<file path="src/rtl/mac_cpw_pkg.sv">
// Package with register map, field layout, timing constants and state types.
package mac_cpw_pkg;
  // Register byte offsets.
  localparam logic [7:0] OFS_HARDWARE_CONFIG_REG = 8'h00;
  localparam logic [7:0] OFS_FLOW = 8'h04;
  localparam logic [7:0] OFS_WAKE_A = 8'h08;
  localparam logic [7:0] OFS_WAKE_B = 8'h0C;
  localparam logic [7:0] OFS_PMC = 8'h10;
  localparam logic [7:0] OFS_CAUSE = 8'h14;
  localparam logic [7:0] OFS_STAT = 8'h18;
  // Field positions.
  localparam int F_FDX = 0;
  localparam int F_SPD = 1;
  localparam int F_BOSEL = 4;
  localparam int F_QUANTA = 0;
  localparam int F_RXHON = 16;
  localparam int F_AUTO = 17;
  localparam int F_PASS = 18;
  localparam int F_FORCE = 19;
  localparam int F_ST = 8;
  localparam int F_MEN = 0;
  localparam int F_WST = 1;
  localparam int F_WEN = 2;
  localparam int F_SLEEP = 4;
  localparam int F_HOLD = 16;
  localparam int F_ATT = 20;
  // Speed codes.
  localparam logic [1:0] SPD_GIG = 2'h2;
  // Reset values.
  localparam logic [15:0] QUANTA_RST = 16'hFFFF;
  localparam logic [1:0] BOSEL_RST = 2'h0;
  // Timing: a slot is 512 bit times, a jam is 32 bit times.
  localparam int SLOT_BITS = 512;
  localparam int JAM_BITS = 32;
  localparam int ATTEMPT_LIMIT = 16;
  typedef enum logic [1:0] {
    TX_IDLE = 2'b00,
    TX_SEND = 2'b01,
    TX_JAM = 2'b10,
    TX_BACKOFF = 2'b11
  } tx_e;
  typedef enum logic [1:0] {
    SL_NORMAL = 2'b00,
    SL_ZERO = 2'b01,
    SL_THREE = 2'b11
  } sleep_e;
  typedef struct packed {
    logic [31:0] dat;
    logic ack;
  } wb_rsp_s;
  typedef struct packed {
    logic req;
    logic [15:0] val;
  } pause_tx_s;
endpackage

</file>
<file path="src/rtl/sync2.sv">
// Two flip-flop synchroniser for inputs from outside the clock domain.
`timescale 1ns/1ps
module sync2 #(
  parameter int W = 1
) (
  input wire logic clk_i,
  input wire logic rst_i,
  input wire logic [W-1:0] d_i,
  output logic [W-1:0] q_o
);
  logic [W-1:0] meta_reg;
  always_ff @(posedge clk_i) begin
    if (rst_i) begin
      meta_reg <= '0;
      q_o <= '0;
    end else begin
      meta_reg <= d_i;
      q_o <= meta_reg;
    end
  end
endmodule

</file>
<file path="src/rtl/mac_collision_pause_wake_ctrl.sv">
// Collision retry, pause flow control and wake-on-LAN control for the MAC.
// Function
// - Collision while sending: stop data, send jam.
// - Retry after truncated exponential back-off in slots.
// - Collision raises replay request to FIFO controller.
// - Frame done request after success or abort.
// - No half duplex collisions at gigabit speed.
// - Pause frame quanta in 512 bit times.
// - Honoured pause holds off data frame transmission.
// - Pause arriving mid-frame starts after that frame.
// - Pass pause frames up only when enabled.
// - Force bit sends one pause with quanta.
// - Auto pause send on FIFO watermark indications.
// - Flow-on sends pause with configured time.
// - Flow-off sends pause with zero time.
// - Hysteresis: on, then off, before another on.
// - Wake only from enabled detectors.
// - Suspended enabled match sets status, cause, wake.
// - Deepest sleep stores the waking frame.
// - Resume may wipe status; cause kept.
// - Resume may wipe all wake enables.
// - Resume returns device to normal state.
// - One packet may set several status bits.
// - Gigabit full duplex; 10/100 either duplex.
`timescale 1ns/1ps
module mac_collision_pause_wake_ctrl
  import mac_cpw_pkg::*;
#(
  parameter int BITS_PER_EDGE = 4,
  parameter int SLOT_EDGES = SLOT_BITS / BITS_PER_EDGE,
  parameter int JAM_EDGES = JAM_BITS / BITS_PER_EDGE
) (
  // Clock and reset.
  input wire logic clk_i,
  input wire logic rst_i,
  // Wishbone slave.
  input wire logic [7:0] adr_i,
  input wire logic [31:0] dat_i,
  input wire logic [3:0] sel_i,
  input wire logic we_i,
  input wire logic cyc_i,
  input wire logic stb_i,
  output logic [31:0] dat_o,
  output logic ack_o,
  // Pins from the PHY side.
  input wire logic link_clk_i,
  input wire logic col_i,
  // Transmit engine.
  input wire logic tx_start_i,
  input wire logic tx_end_i,
  output logic jam_o,
  output logic tx_hold_o,
  output logic pause_req_o,
  output logic [15:0] pause_val_o,
  input wire logic pause_sent_i,
  // FIFO controller.
  output logic frame_replay_req_o,
  output logic frame_done_req_o,
  input wire logic flow_on_i,
  input wire logic flow_off_i,
  // Receive parser.
  input wire logic rx_pause_det_i,
  input wire logic [15:0] rx_pause_quanta_i,
  output logic rx_pass_ctrl_o,
  input wire logic pkt_end_i,
  input wire logic [5:0] det_hits_i,
  output logic store_wake_frame_o,
  // Host power side.
  input wire logic host_resume_i,
  output logic wake_o
);
  typedef struct packed {
    tx_e txs;
    logic [4:0] attempts;
    logic [15:0] edge_cnt;
    logic late;
    logic [9:0] backoff;
    logic [15:0] slot_div;
    logic [9:0] lfsr;
    logic [15:0] pause_cnt;
    logic [15:0] pause_pend;
    logic pend_v;
    logic fdx;
    logic [1:0] speed;
    logic [1:0] bo_sel;
    logic [15:0] quanta;
    logic rx_honor;
    logic auto_en;
    logic pass_up;
    logic force_pend;
    logic on_sent;
    pause_tx_s ptx;
    logic [3:0] en_a;
    logic [3:0] st_a;
    logic [1:0] en_b;
    logic [1:0] st_b;
    logic [5:0] cause;
    logic men;
    logic wipe_st;
    logic wipe_en;
    sleep_e sleep;
    logic wake;
    logic store;
    logic replay;
    logic done;
    logic lclk_d;
    logic res_d;
    wb_rsp_s wb;
  } state_s;

  localparam logic [15:0] SLOT_LAST = 16'(SLOT_EDGES - 1);
  // A jam shorter than one link edge still lasts one edge, so the jam state always ends.
  localparam logic [15:0] JAM_LAST = 16'((JAM_EDGES > 1) ? JAM_EDGES - 1 : 0);
  localparam logic [4:0] ATT_MAX = 5'(ATTEMPT_LIMIT);

  state_s s_reg;
  state_s s_next;
  logic lclk_s;
  logic col_s;
  logic res_s;

  // Pins are asynchronous to clk_i; the link clock is sampled, not used as a clock.
  sync2 #(.W(3)) u_sync (
    .clk_i(clk_i),
    .rst_i(rst_i),
    .d_i({link_clk_i, col_i, host_resume_i}),
    .q_o({lclk_s, col_s, res_s})
  );

  logic link_edge;
  logic slot_tick;
  logic half_dup;
  logic res_edge;
  logic [3:0] bo_k;
  logic [9:0] bo_mask;
  logic [3:0] k_lim;
  logic [5:0] hits;
  logic wb_go;

  always_comb begin
    link_edge = lclk_s && !s_reg.lclk_d;
    slot_tick = link_edge && (s_reg.slot_div == SLOT_LAST);
    half_dup = !s_reg.fdx && (s_reg.speed != SPD_GIG);
    res_edge = res_s && !s_reg.res_d;
    wb_go = cyc_i && stb_i && !s_reg.wb.ack;
    case (s_reg.bo_sel)
      2'h0: k_lim = 4'hA;
      2'h1: k_lim = 4'h8;
      2'h2: k_lim = 4'h4;
      default: k_lim = 4'h1;
    endcase
    // Exponent grows with attempts and is truncated by the selected limit.
    bo_k = (s_reg.attempts >= 5'(k_lim)) ? k_lim : 4'(s_reg.attempts + 5'h01);
    bo_mask = 10'((11'h001 << bo_k) - 11'h001);
    hits = det_hits_i & {s_reg.en_b, s_reg.en_a};
  end

  always_comb begin
    s_next = s_reg;
    s_next.lclk_d = lclk_s;
    s_next.res_d = res_s;
    s_next.replay = 1'b0;
    s_next.done = 1'b0;
    s_next.store = 1'b0;
    s_next.wb.ack = wb_go;
    s_next.lfsr = {s_reg.lfsr[8:0], s_reg.lfsr[9] ^ s_reg.lfsr[6]};
    if (link_edge) begin
      s_next.slot_div = slot_tick ? 16'h0000 : s_reg.slot_div + 16'h0001;
    end
    //////////////////////////////////////////////////////////////////////////
    // Transmit collision state machine.
    case (s_reg.txs)
      TX_IDLE: begin
        if (tx_start_i) begin
          s_next.txs = TX_SEND;
          s_next.edge_cnt = 16'h0000;
          s_next.late = 1'b0;
        end
      end
      TX_SEND: begin
        if (link_edge && s_reg.edge_cnt != 16'(SLOT_EDGES)) begin
          s_next.edge_cnt = s_reg.edge_cnt + 16'h0001;
        end
        if (col_s && half_dup) begin
          s_next.txs = TX_JAM;
          s_next.late = (s_reg.edge_cnt == 16'(SLOT_EDGES));
          s_next.edge_cnt = 16'h0000;
        end else if (tx_end_i) begin
          s_next.txs = TX_IDLE;
          s_next.done = 1'b1;
          s_next.attempts = 5'h00;
        end
      end
      TX_JAM: begin
        if (link_edge) begin
          s_next.edge_cnt = s_reg.edge_cnt + 16'h0001;
          if (s_reg.edge_cnt == JAM_LAST) begin
            if (s_reg.late || s_reg.attempts + 5'h01 >= ATT_MAX) begin
              s_next.txs = TX_IDLE;
              s_next.done = 1'b1;
              s_next.attempts = 5'h00;
            end else begin
              s_next.txs = TX_BACKOFF;
              s_next.replay = 1'b1;
              s_next.attempts = s_reg.attempts + 5'h01;
              s_next.backoff = s_reg.lfsr & bo_mask;
            end
          end
        end
      end
      TX_BACKOFF: begin
        if (s_reg.backoff == 10'h000) begin
          s_next.txs = TX_IDLE;
        end else if (slot_tick) begin
          s_next.backoff = s_reg.backoff - 10'h001;
        end
      end
      default: s_next.txs = TX_IDLE;
    endcase
    //////////////////////////////////////////////////////////////////////////
    // Received pause: a frame in flight defers the reload until it ends.
    if (s_reg.pause_cnt != 16'h0000 && slot_tick && s_reg.txs == TX_IDLE) begin
      s_next.pause_cnt = s_reg.pause_cnt - 16'h0001;
    end
    if (s_reg.pend_v && s_reg.txs == TX_IDLE) begin
      s_next.pause_cnt = s_reg.pause_pend;
      s_next.pend_v = 1'b0;
    end
    if (rx_pause_det_i && s_reg.rx_honor) begin
      if (s_reg.txs == TX_IDLE) begin
        s_next.pause_cnt = rx_pause_quanta_i;
      end else begin
        s_next.pause_pend = rx_pause_quanta_i;
        s_next.pend_v = 1'b1;
      end
    end
    //////////////////////////////////////////////////////////////////////////
    // Pause transmission requests.
    if (pause_sent_i) begin
      s_next.ptx.req = 1'b0;
    end
    if (!s_reg.ptx.req) begin
      if (s_reg.force_pend) begin
        s_next.ptx = '{req: 1'b1, val: s_reg.quanta};
        s_next.force_pend = 1'b0;
      end else if (s_reg.auto_en && flow_on_i && !s_reg.on_sent) begin
        s_next.ptx = '{req: 1'b1, val: s_reg.quanta};
        s_next.on_sent = 1'b1;
      end else if (s_reg.auto_en && flow_off_i && s_reg.on_sent) begin
        s_next.ptx = '{req: 1'b1, val: 16'h0000};
        s_next.on_sent = 1'b0;
      end
    end
    //////////////////////////////////////////////////////////////////////////
    // Wake sequence.
    if (res_edge && s_reg.sleep != SL_NORMAL) begin
      if (s_reg.wipe_st) begin
        s_next.st_a = 4'h0;
        s_next.st_b = 2'h0;
      end
      if (s_reg.wipe_en) begin
        s_next.en_a = 4'h0;
        s_next.en_b = 2'h0;
      end
      s_next.sleep = SL_NORMAL;
      s_next.wake = 1'b0;
    end else if (pkt_end_i && s_reg.sleep != SL_NORMAL && s_reg.men && hits != 6'h00) begin
      s_next.st_a = s_reg.st_a | hits[3:0];
      s_next.st_b = s_reg.st_b | hits[5:4];
      s_next.cause = s_reg.cause | hits;
      s_next.wake = 1'b1;
      s_next.store = (s_reg.sleep == SL_THREE);
    end
    //////////////////////////////////////////////////////////////////////////
    // Register access; hardware sets above win over write-one-to-clear.
    s_next.wb.dat = 32'h0000_0000;
    if (wb_go && we_i && sel_i[0]) begin
      if (adr_i == OFS_HARDWARE_CONFIG_REG) begin
        s_next.fdx = dat_i[F_FDX];
        s_next.speed = dat_i[F_SPD+:2];
        s_next.bo_sel = dat_i[F_BOSEL+:2];
      end else if (adr_i == OFS_FLOW) begin
        s_next.quanta = dat_i[F_QUANTA+:16];
        s_next.rx_honor = dat_i[F_RXHON];
        s_next.auto_en = dat_i[F_AUTO];
        s_next.pass_up = dat_i[F_PASS];
        s_next.force_pend = s_reg.force_pend | dat_i[F_FORCE];
      end else if (adr_i == OFS_WAKE_A) begin
        s_next.en_a = dat_i[3:0];
        s_next.st_a = s_next.st_a & ~(dat_i[F_ST+:4] & ~hits[3:0]);
      end else if (adr_i == OFS_WAKE_B) begin
        s_next.en_b = dat_i[1:0];
        s_next.st_b = s_next.st_b & ~(dat_i[F_ST+:2] & ~hits[5:4]);
      end else if (adr_i == OFS_PMC) begin
        s_next.men = dat_i[F_MEN];
        s_next.wipe_st = dat_i[F_WST];
        s_next.wipe_en = dat_i[F_WEN];
        s_next.sleep = sleep_e'(dat_i[F_SLEEP+:2]);
      end else if (adr_i == OFS_CAUSE) begin
        s_next.cause = s_next.cause & ~(dat_i[5:0] & ~hits);
      end
    end else if (wb_go && !we_i) begin
      if (adr_i == OFS_HARDWARE_CONFIG_REG) begin
        s_next.wb.dat[F_FDX] = s_reg.fdx;
        s_next.wb.dat[F_SPD+:2] = s_reg.speed;
        s_next.wb.dat[F_BOSEL+:2] = s_reg.bo_sel;
      end else if (adr_i == OFS_FLOW) begin
        s_next.wb.dat[F_QUANTA+:16] = s_reg.quanta;
        s_next.wb.dat[F_RXHON] = s_reg.rx_honor;
        s_next.wb.dat[F_AUTO] = s_reg.auto_en;
        s_next.wb.dat[F_PASS] = s_reg.pass_up;
        s_next.wb.dat[F_FORCE] = s_reg.force_pend;
      end else if (adr_i == OFS_WAKE_A) begin
        s_next.wb.dat[3:0] = s_reg.en_a;
        s_next.wb.dat[F_ST+:4] = s_reg.st_a;
      end else if (adr_i == OFS_WAKE_B) begin
        s_next.wb.dat[1:0] = s_reg.en_b;
        s_next.wb.dat[F_ST+:2] = s_reg.st_b;
      end else if (adr_i == OFS_PMC) begin
        s_next.wb.dat[F_MEN] = s_reg.men;
        s_next.wb.dat[F_WST] = s_reg.wipe_st;
        s_next.wb.dat[F_WEN] = s_reg.wipe_en;
        s_next.wb.dat[F_SLEEP+:2] = s_reg.sleep;
      end else if (adr_i == OFS_CAUSE) begin
        s_next.wb.dat[5:0] = s_reg.cause;
      end else if (adr_i == OFS_STAT) begin
        s_next.wb.dat[15:0] = s_reg.pause_cnt;
        s_next.wb.dat[F_HOLD] = tx_hold_o;
        s_next.wb.dat[F_ATT+:5] = s_reg.attempts;
      end
    end
  end

  always_ff @(posedge clk_i) begin
    if (rst_i) begin
      s_reg <= '0;
      s_reg.lfsr <= 10'h3FF;
      s_reg.quanta <= QUANTA_RST;
      s_reg.bo_sel <= BOSEL_RST;
    end else begin
      s_reg <= s_next;
    end
  end

  // Hold only gates new frame starts, so a frame already on the wire completes.
  assign tx_hold_o = (s_reg.pause_cnt != 16'h0000);
  assign jam_o = (s_reg.txs == TX_JAM);
  assign frame_replay_req_o = s_reg.replay;
  assign frame_done_req_o = s_reg.done;
  assign pause_req_o = s_reg.ptx.req;
  assign pause_val_o = s_reg.ptx.val;
  assign rx_pass_ctrl_o = rx_pause_det_i && s_reg.pass_up;
  assign store_wake_frame_o = s_reg.store;
  assign wake_o = s_reg.wake;
  assign dat_o = s_reg.wb.dat;
  assign ack_o = s_reg.wb.ack;
endmodule

</file>
<file path="config.mk">
export PLATFORM = sky130hd
export DESIGN_NAME = mac_collision_pause_wake_ctrl
export DESIGN_NICKNAME = d
export VERILOG_FILES = /design/src/rtl/mac_cpw_pkg.sv /design/src/rtl/sync2.sv /design/src/rtl/mac_collision_pause_wake_ctrl.sv
export SDC_FILE = /design/constraint.sdc
export NUM_CORES = 1
export LEC_CHECK = 0
export ABC_AREA = 1
export CELL_PAD_IN_SITES_DETAIL_PLACEMENT = 0
export CELL_PAD_IN_SITES_GLOBAL_PLACEMENT = 1
export CORE_ASPECT_RATIO = 1.1
export CORE_MARGIN = 4
export CORE_UTILIZATION = 46
export DETAILED_ROUTE_END_ITERATION = 8
export DONT_BUFFER_PORTS = 1
export HOLD_SLACK_MARGIN = 0.05
export PLACE_DENSITY_LB_ADDON = 0.1
export SLEW_MARGIN = 20
export SYNTH_ARGS = -nofsm -noshare
export SYNTH_HDL_FRONTEND = slang
export SYNTH_HIERARCHICAL = 1
export SYNTH_SLANG_ARGS = --single-unit
</file>
<file path="constraint.sdc">
create_clock -name clk_i -period 3.3 [get_ports clk_i]
set_input_delay 0.33 -clock clk_i [delete_from_list [all_inputs] [get_ports clk_i]]
set_output_delay 0.33 -clock clk_i [all_outputs]
set_load 0.02 [all_outputs]
</file>
==> out/qor.txt <==
Initial DRC Count: 507
multi-input logic area: 4750 um^2
post-CTS sizing: 0
CTS max path bufs: 2
Crit Path Category: reg2reg
Final HPWL DP: 19,200 um
Worst-path clk slew: 0.08 ns
# setup viols final: 0
Cells after Synth: 1,362
Post-synth ARST share: 0%
GPL Wtd Cong: 0.889
ys flop type: dfxtp_1
Hold WS: 0.0689 ns
largest cells by area after synthesis: dfxtp_1 (40%), nand2_1 (9.2%), nor2_1 (5.8%), a21oi_1 (5.7%), inv_1 (5.7%)
remaining global-route overflow: 0
Area growth, synth to finish: 8.32%
sequential area share after synthesis: 40.0%
vias in the first global route: 8,356
Critical Path Fanout Max: 8
first-pass GRT wire length: 43,100 um
required time of the critical path: 3.68 ns
Slew @ Worst Pin: 0.828 ns
RSZ-0062 raised after global routing: no
period utilization: 86.7%
Max Cap Viol: 0
crit path time final: 2.86 ns
TNS Setup: 0 ns
fillers: 2,192
drt drc: 0
Slew headroom: 44.2%
clock latency at the later pin of the worst-skew pair: 0.44 ns
CP startpoint kind: flip-flop
peak per-stage delay on the critical path: 0.47 ns
Worst path top cell family by delay: simple AND/OR/NAND/NOR gates
Final Hold Viols: 0
Peak supply drop: 0.305 mV
max frequency: 349 MHz
pin count of the biggest net entering global routing: 76
Total GRT Usage: 22.3%
layout cells sized above 1: 10.4%
max reg flops: 135
clk_skew: 0.0170 ns
Hold Path Class: in2reg
CP Data Arrival Time: 3.24 ns
row count: 55
Core ar.: 20,900 um^2
Final nets: 1,436
number of synthesized register bits: 197
number of synthesized flops with an enable pin: 0
crit path max-delay cell type: dfxtp_1
CTS tree: done
Post-CTS Setup Repair Bufs: 0
initial antenna violation count: 0
Critical Path Sink Type: flip-flop
Syn Std Cell Area: 9860 um^2
Synth Area per Inst: 7.24 um^2
Sink Count: 197
Pwr Density: 584 nW/um^2
Initial DRT Pass Iterations: 5
Worst Path Buf+Inv: 4
Synth area leader: dfxtp_1
Synth Warn #: 6
drt wl/cell: 16.1 um
CP cell instances: inv_1, nor2_1, inv_1, ha_1, nand2_1, nand2_1, nand2_1, nand3_4, nand2_1, nand2_2, nand2_1, inv_2, nand3_1, ha_1, nand2_1, inv_1, nand2_1, nand3_1, nand2_1, nand2_1, a21oi_1
Die ar.: 23,800 um^2
flip-flop and latch area: 3940 um^2
CTS buffer count: 17
CTS Root Cell: clkbuf_16
Yosys top cell area share: 40.0%
Initial Util: 47.3%
status: finished clean
distinct cell type count after synthesis: 51
Slew Limit Fails: 0
Ports: 138
Die Y: 162 um
static leakage: 4.35 nW
most common cell after layout, fill and taps aside: nand2_1
Die Width: 148 um
CTS Hold Bufs: 27
diode count: 0
H-tree levels: 4
Vias: 8,503
vias per cell: 5.20
post-route ant nets: 0
PortBufs: 0
commonest non-fill, non-tap cells in the layout: nand2_1 (242), dfxtp_1 (197), nor2_1 (152)
most used cell, CP: nand2_1
final wirelength: 26,300 um
==> final cells by class <==
class,instances,share of cell area (%)
clock buffer,17,3.98
clock inverter,15,1.65
inverter,175,6.17
multi-input combinational,909,44.5
sequential,197,36.9
tap,285,3.34
timing repair buffer,38,3.47
==> synthesized netlist by cell type, types with 7 or more instances <==
library cell,n
inv_2,22
dfxtp_1,197
ha_1,17
nand4_1,24
o211ai_1,11
clkbuf_1,30
a221oi_1,8
buf_4,48
nand2_1,242
xor2_1,17
buf_2,7
a31oi_1,13
nor2_1,152
a32oi_1,7
nand3_1,58
a211oi_1,14
inv_1,149
nand2_2,14
o21ai_0,71
nor3_2,8
nor3_1,22
nor2_2,12
a21oi_1,112
o21ai_1,27
or2_2,11
==> path summary, 6_finish.rpt <==
kind	start	cells after the start	to	slack (ns)
worst max-delay path	s_reg[101]	21	s_reg[168]	0.44
worst min-delay path	rx_pause_quanta_i[4]	2	s_reg[126]	0.07
worst max register to register	s_reg[101]	21	s_reg[168]	0.44
worst min register to register	u_sync/meta_reg[2]	2	u_sync/q_o[2]	0.41
==> layer usage <==
| layer | track usage (%) | share of wire (%) | up-vias |
|---|---|---|---|
| met1 | 28.3 | 45 | 3909 |
| met4 | 6.95 | 1.9 | 0 |
| li1 | - | - | 4383 |
| met2 | 38.0 | 49 | 180 |
| met3 | 4.43 | 4.4 | 31 |
| met5 | 0 | 0 | - |
==> report_power, final <==
part / total (W) / leakage [nW] / switching, W / internal, W
sequential: 0.00253 / 1.59 / 0.0000778 / 0.00245
combinational: 0.00159 / 2.47 / 0.00106 / 0.000526
clock: 0.00212 / 0.293 / 0.00109 / 0.00103
total: 0.00624 / 4.35 / 0.00223 / 0.00401
==> kinds of logic (layout without fill, tap and decap cells) <==
family | count (synthesis) | after routing | share of synthesized area, %
and+or+nand+nor | 569 | 569 | 26.5
AOI/OAI and AO/OA | 293 | 293 | 17.2
buffers and inverters | 262 | 245 | 12.1
DFF | 197 | 197 | 40.0
xor gates and xnor gates | 23 | 23 | 2.04
adders and majority gates | 17 | 17 | 2.16
other | 1 | 7 | 0.0380
==> metrics by stage <==
step	cell area (um^2)	total power, W	setup WS (ns)	std cells	utilization [%]
after global placement	9790	0.00412	0.494	1577	47.0
after floorplan	9880	0.00379	0.834	1368	-
after global routing	10700	0.00662	0.0530	1636	51.2
after detailed placement	9790	0.00413	0.443	1577	47.0
final	10700	0.00624	0.439	1636	51.2
after CTS	10700	0.00629	0.427	1636	51.2
Note: power is estimated with default switching activity, not from simulation.
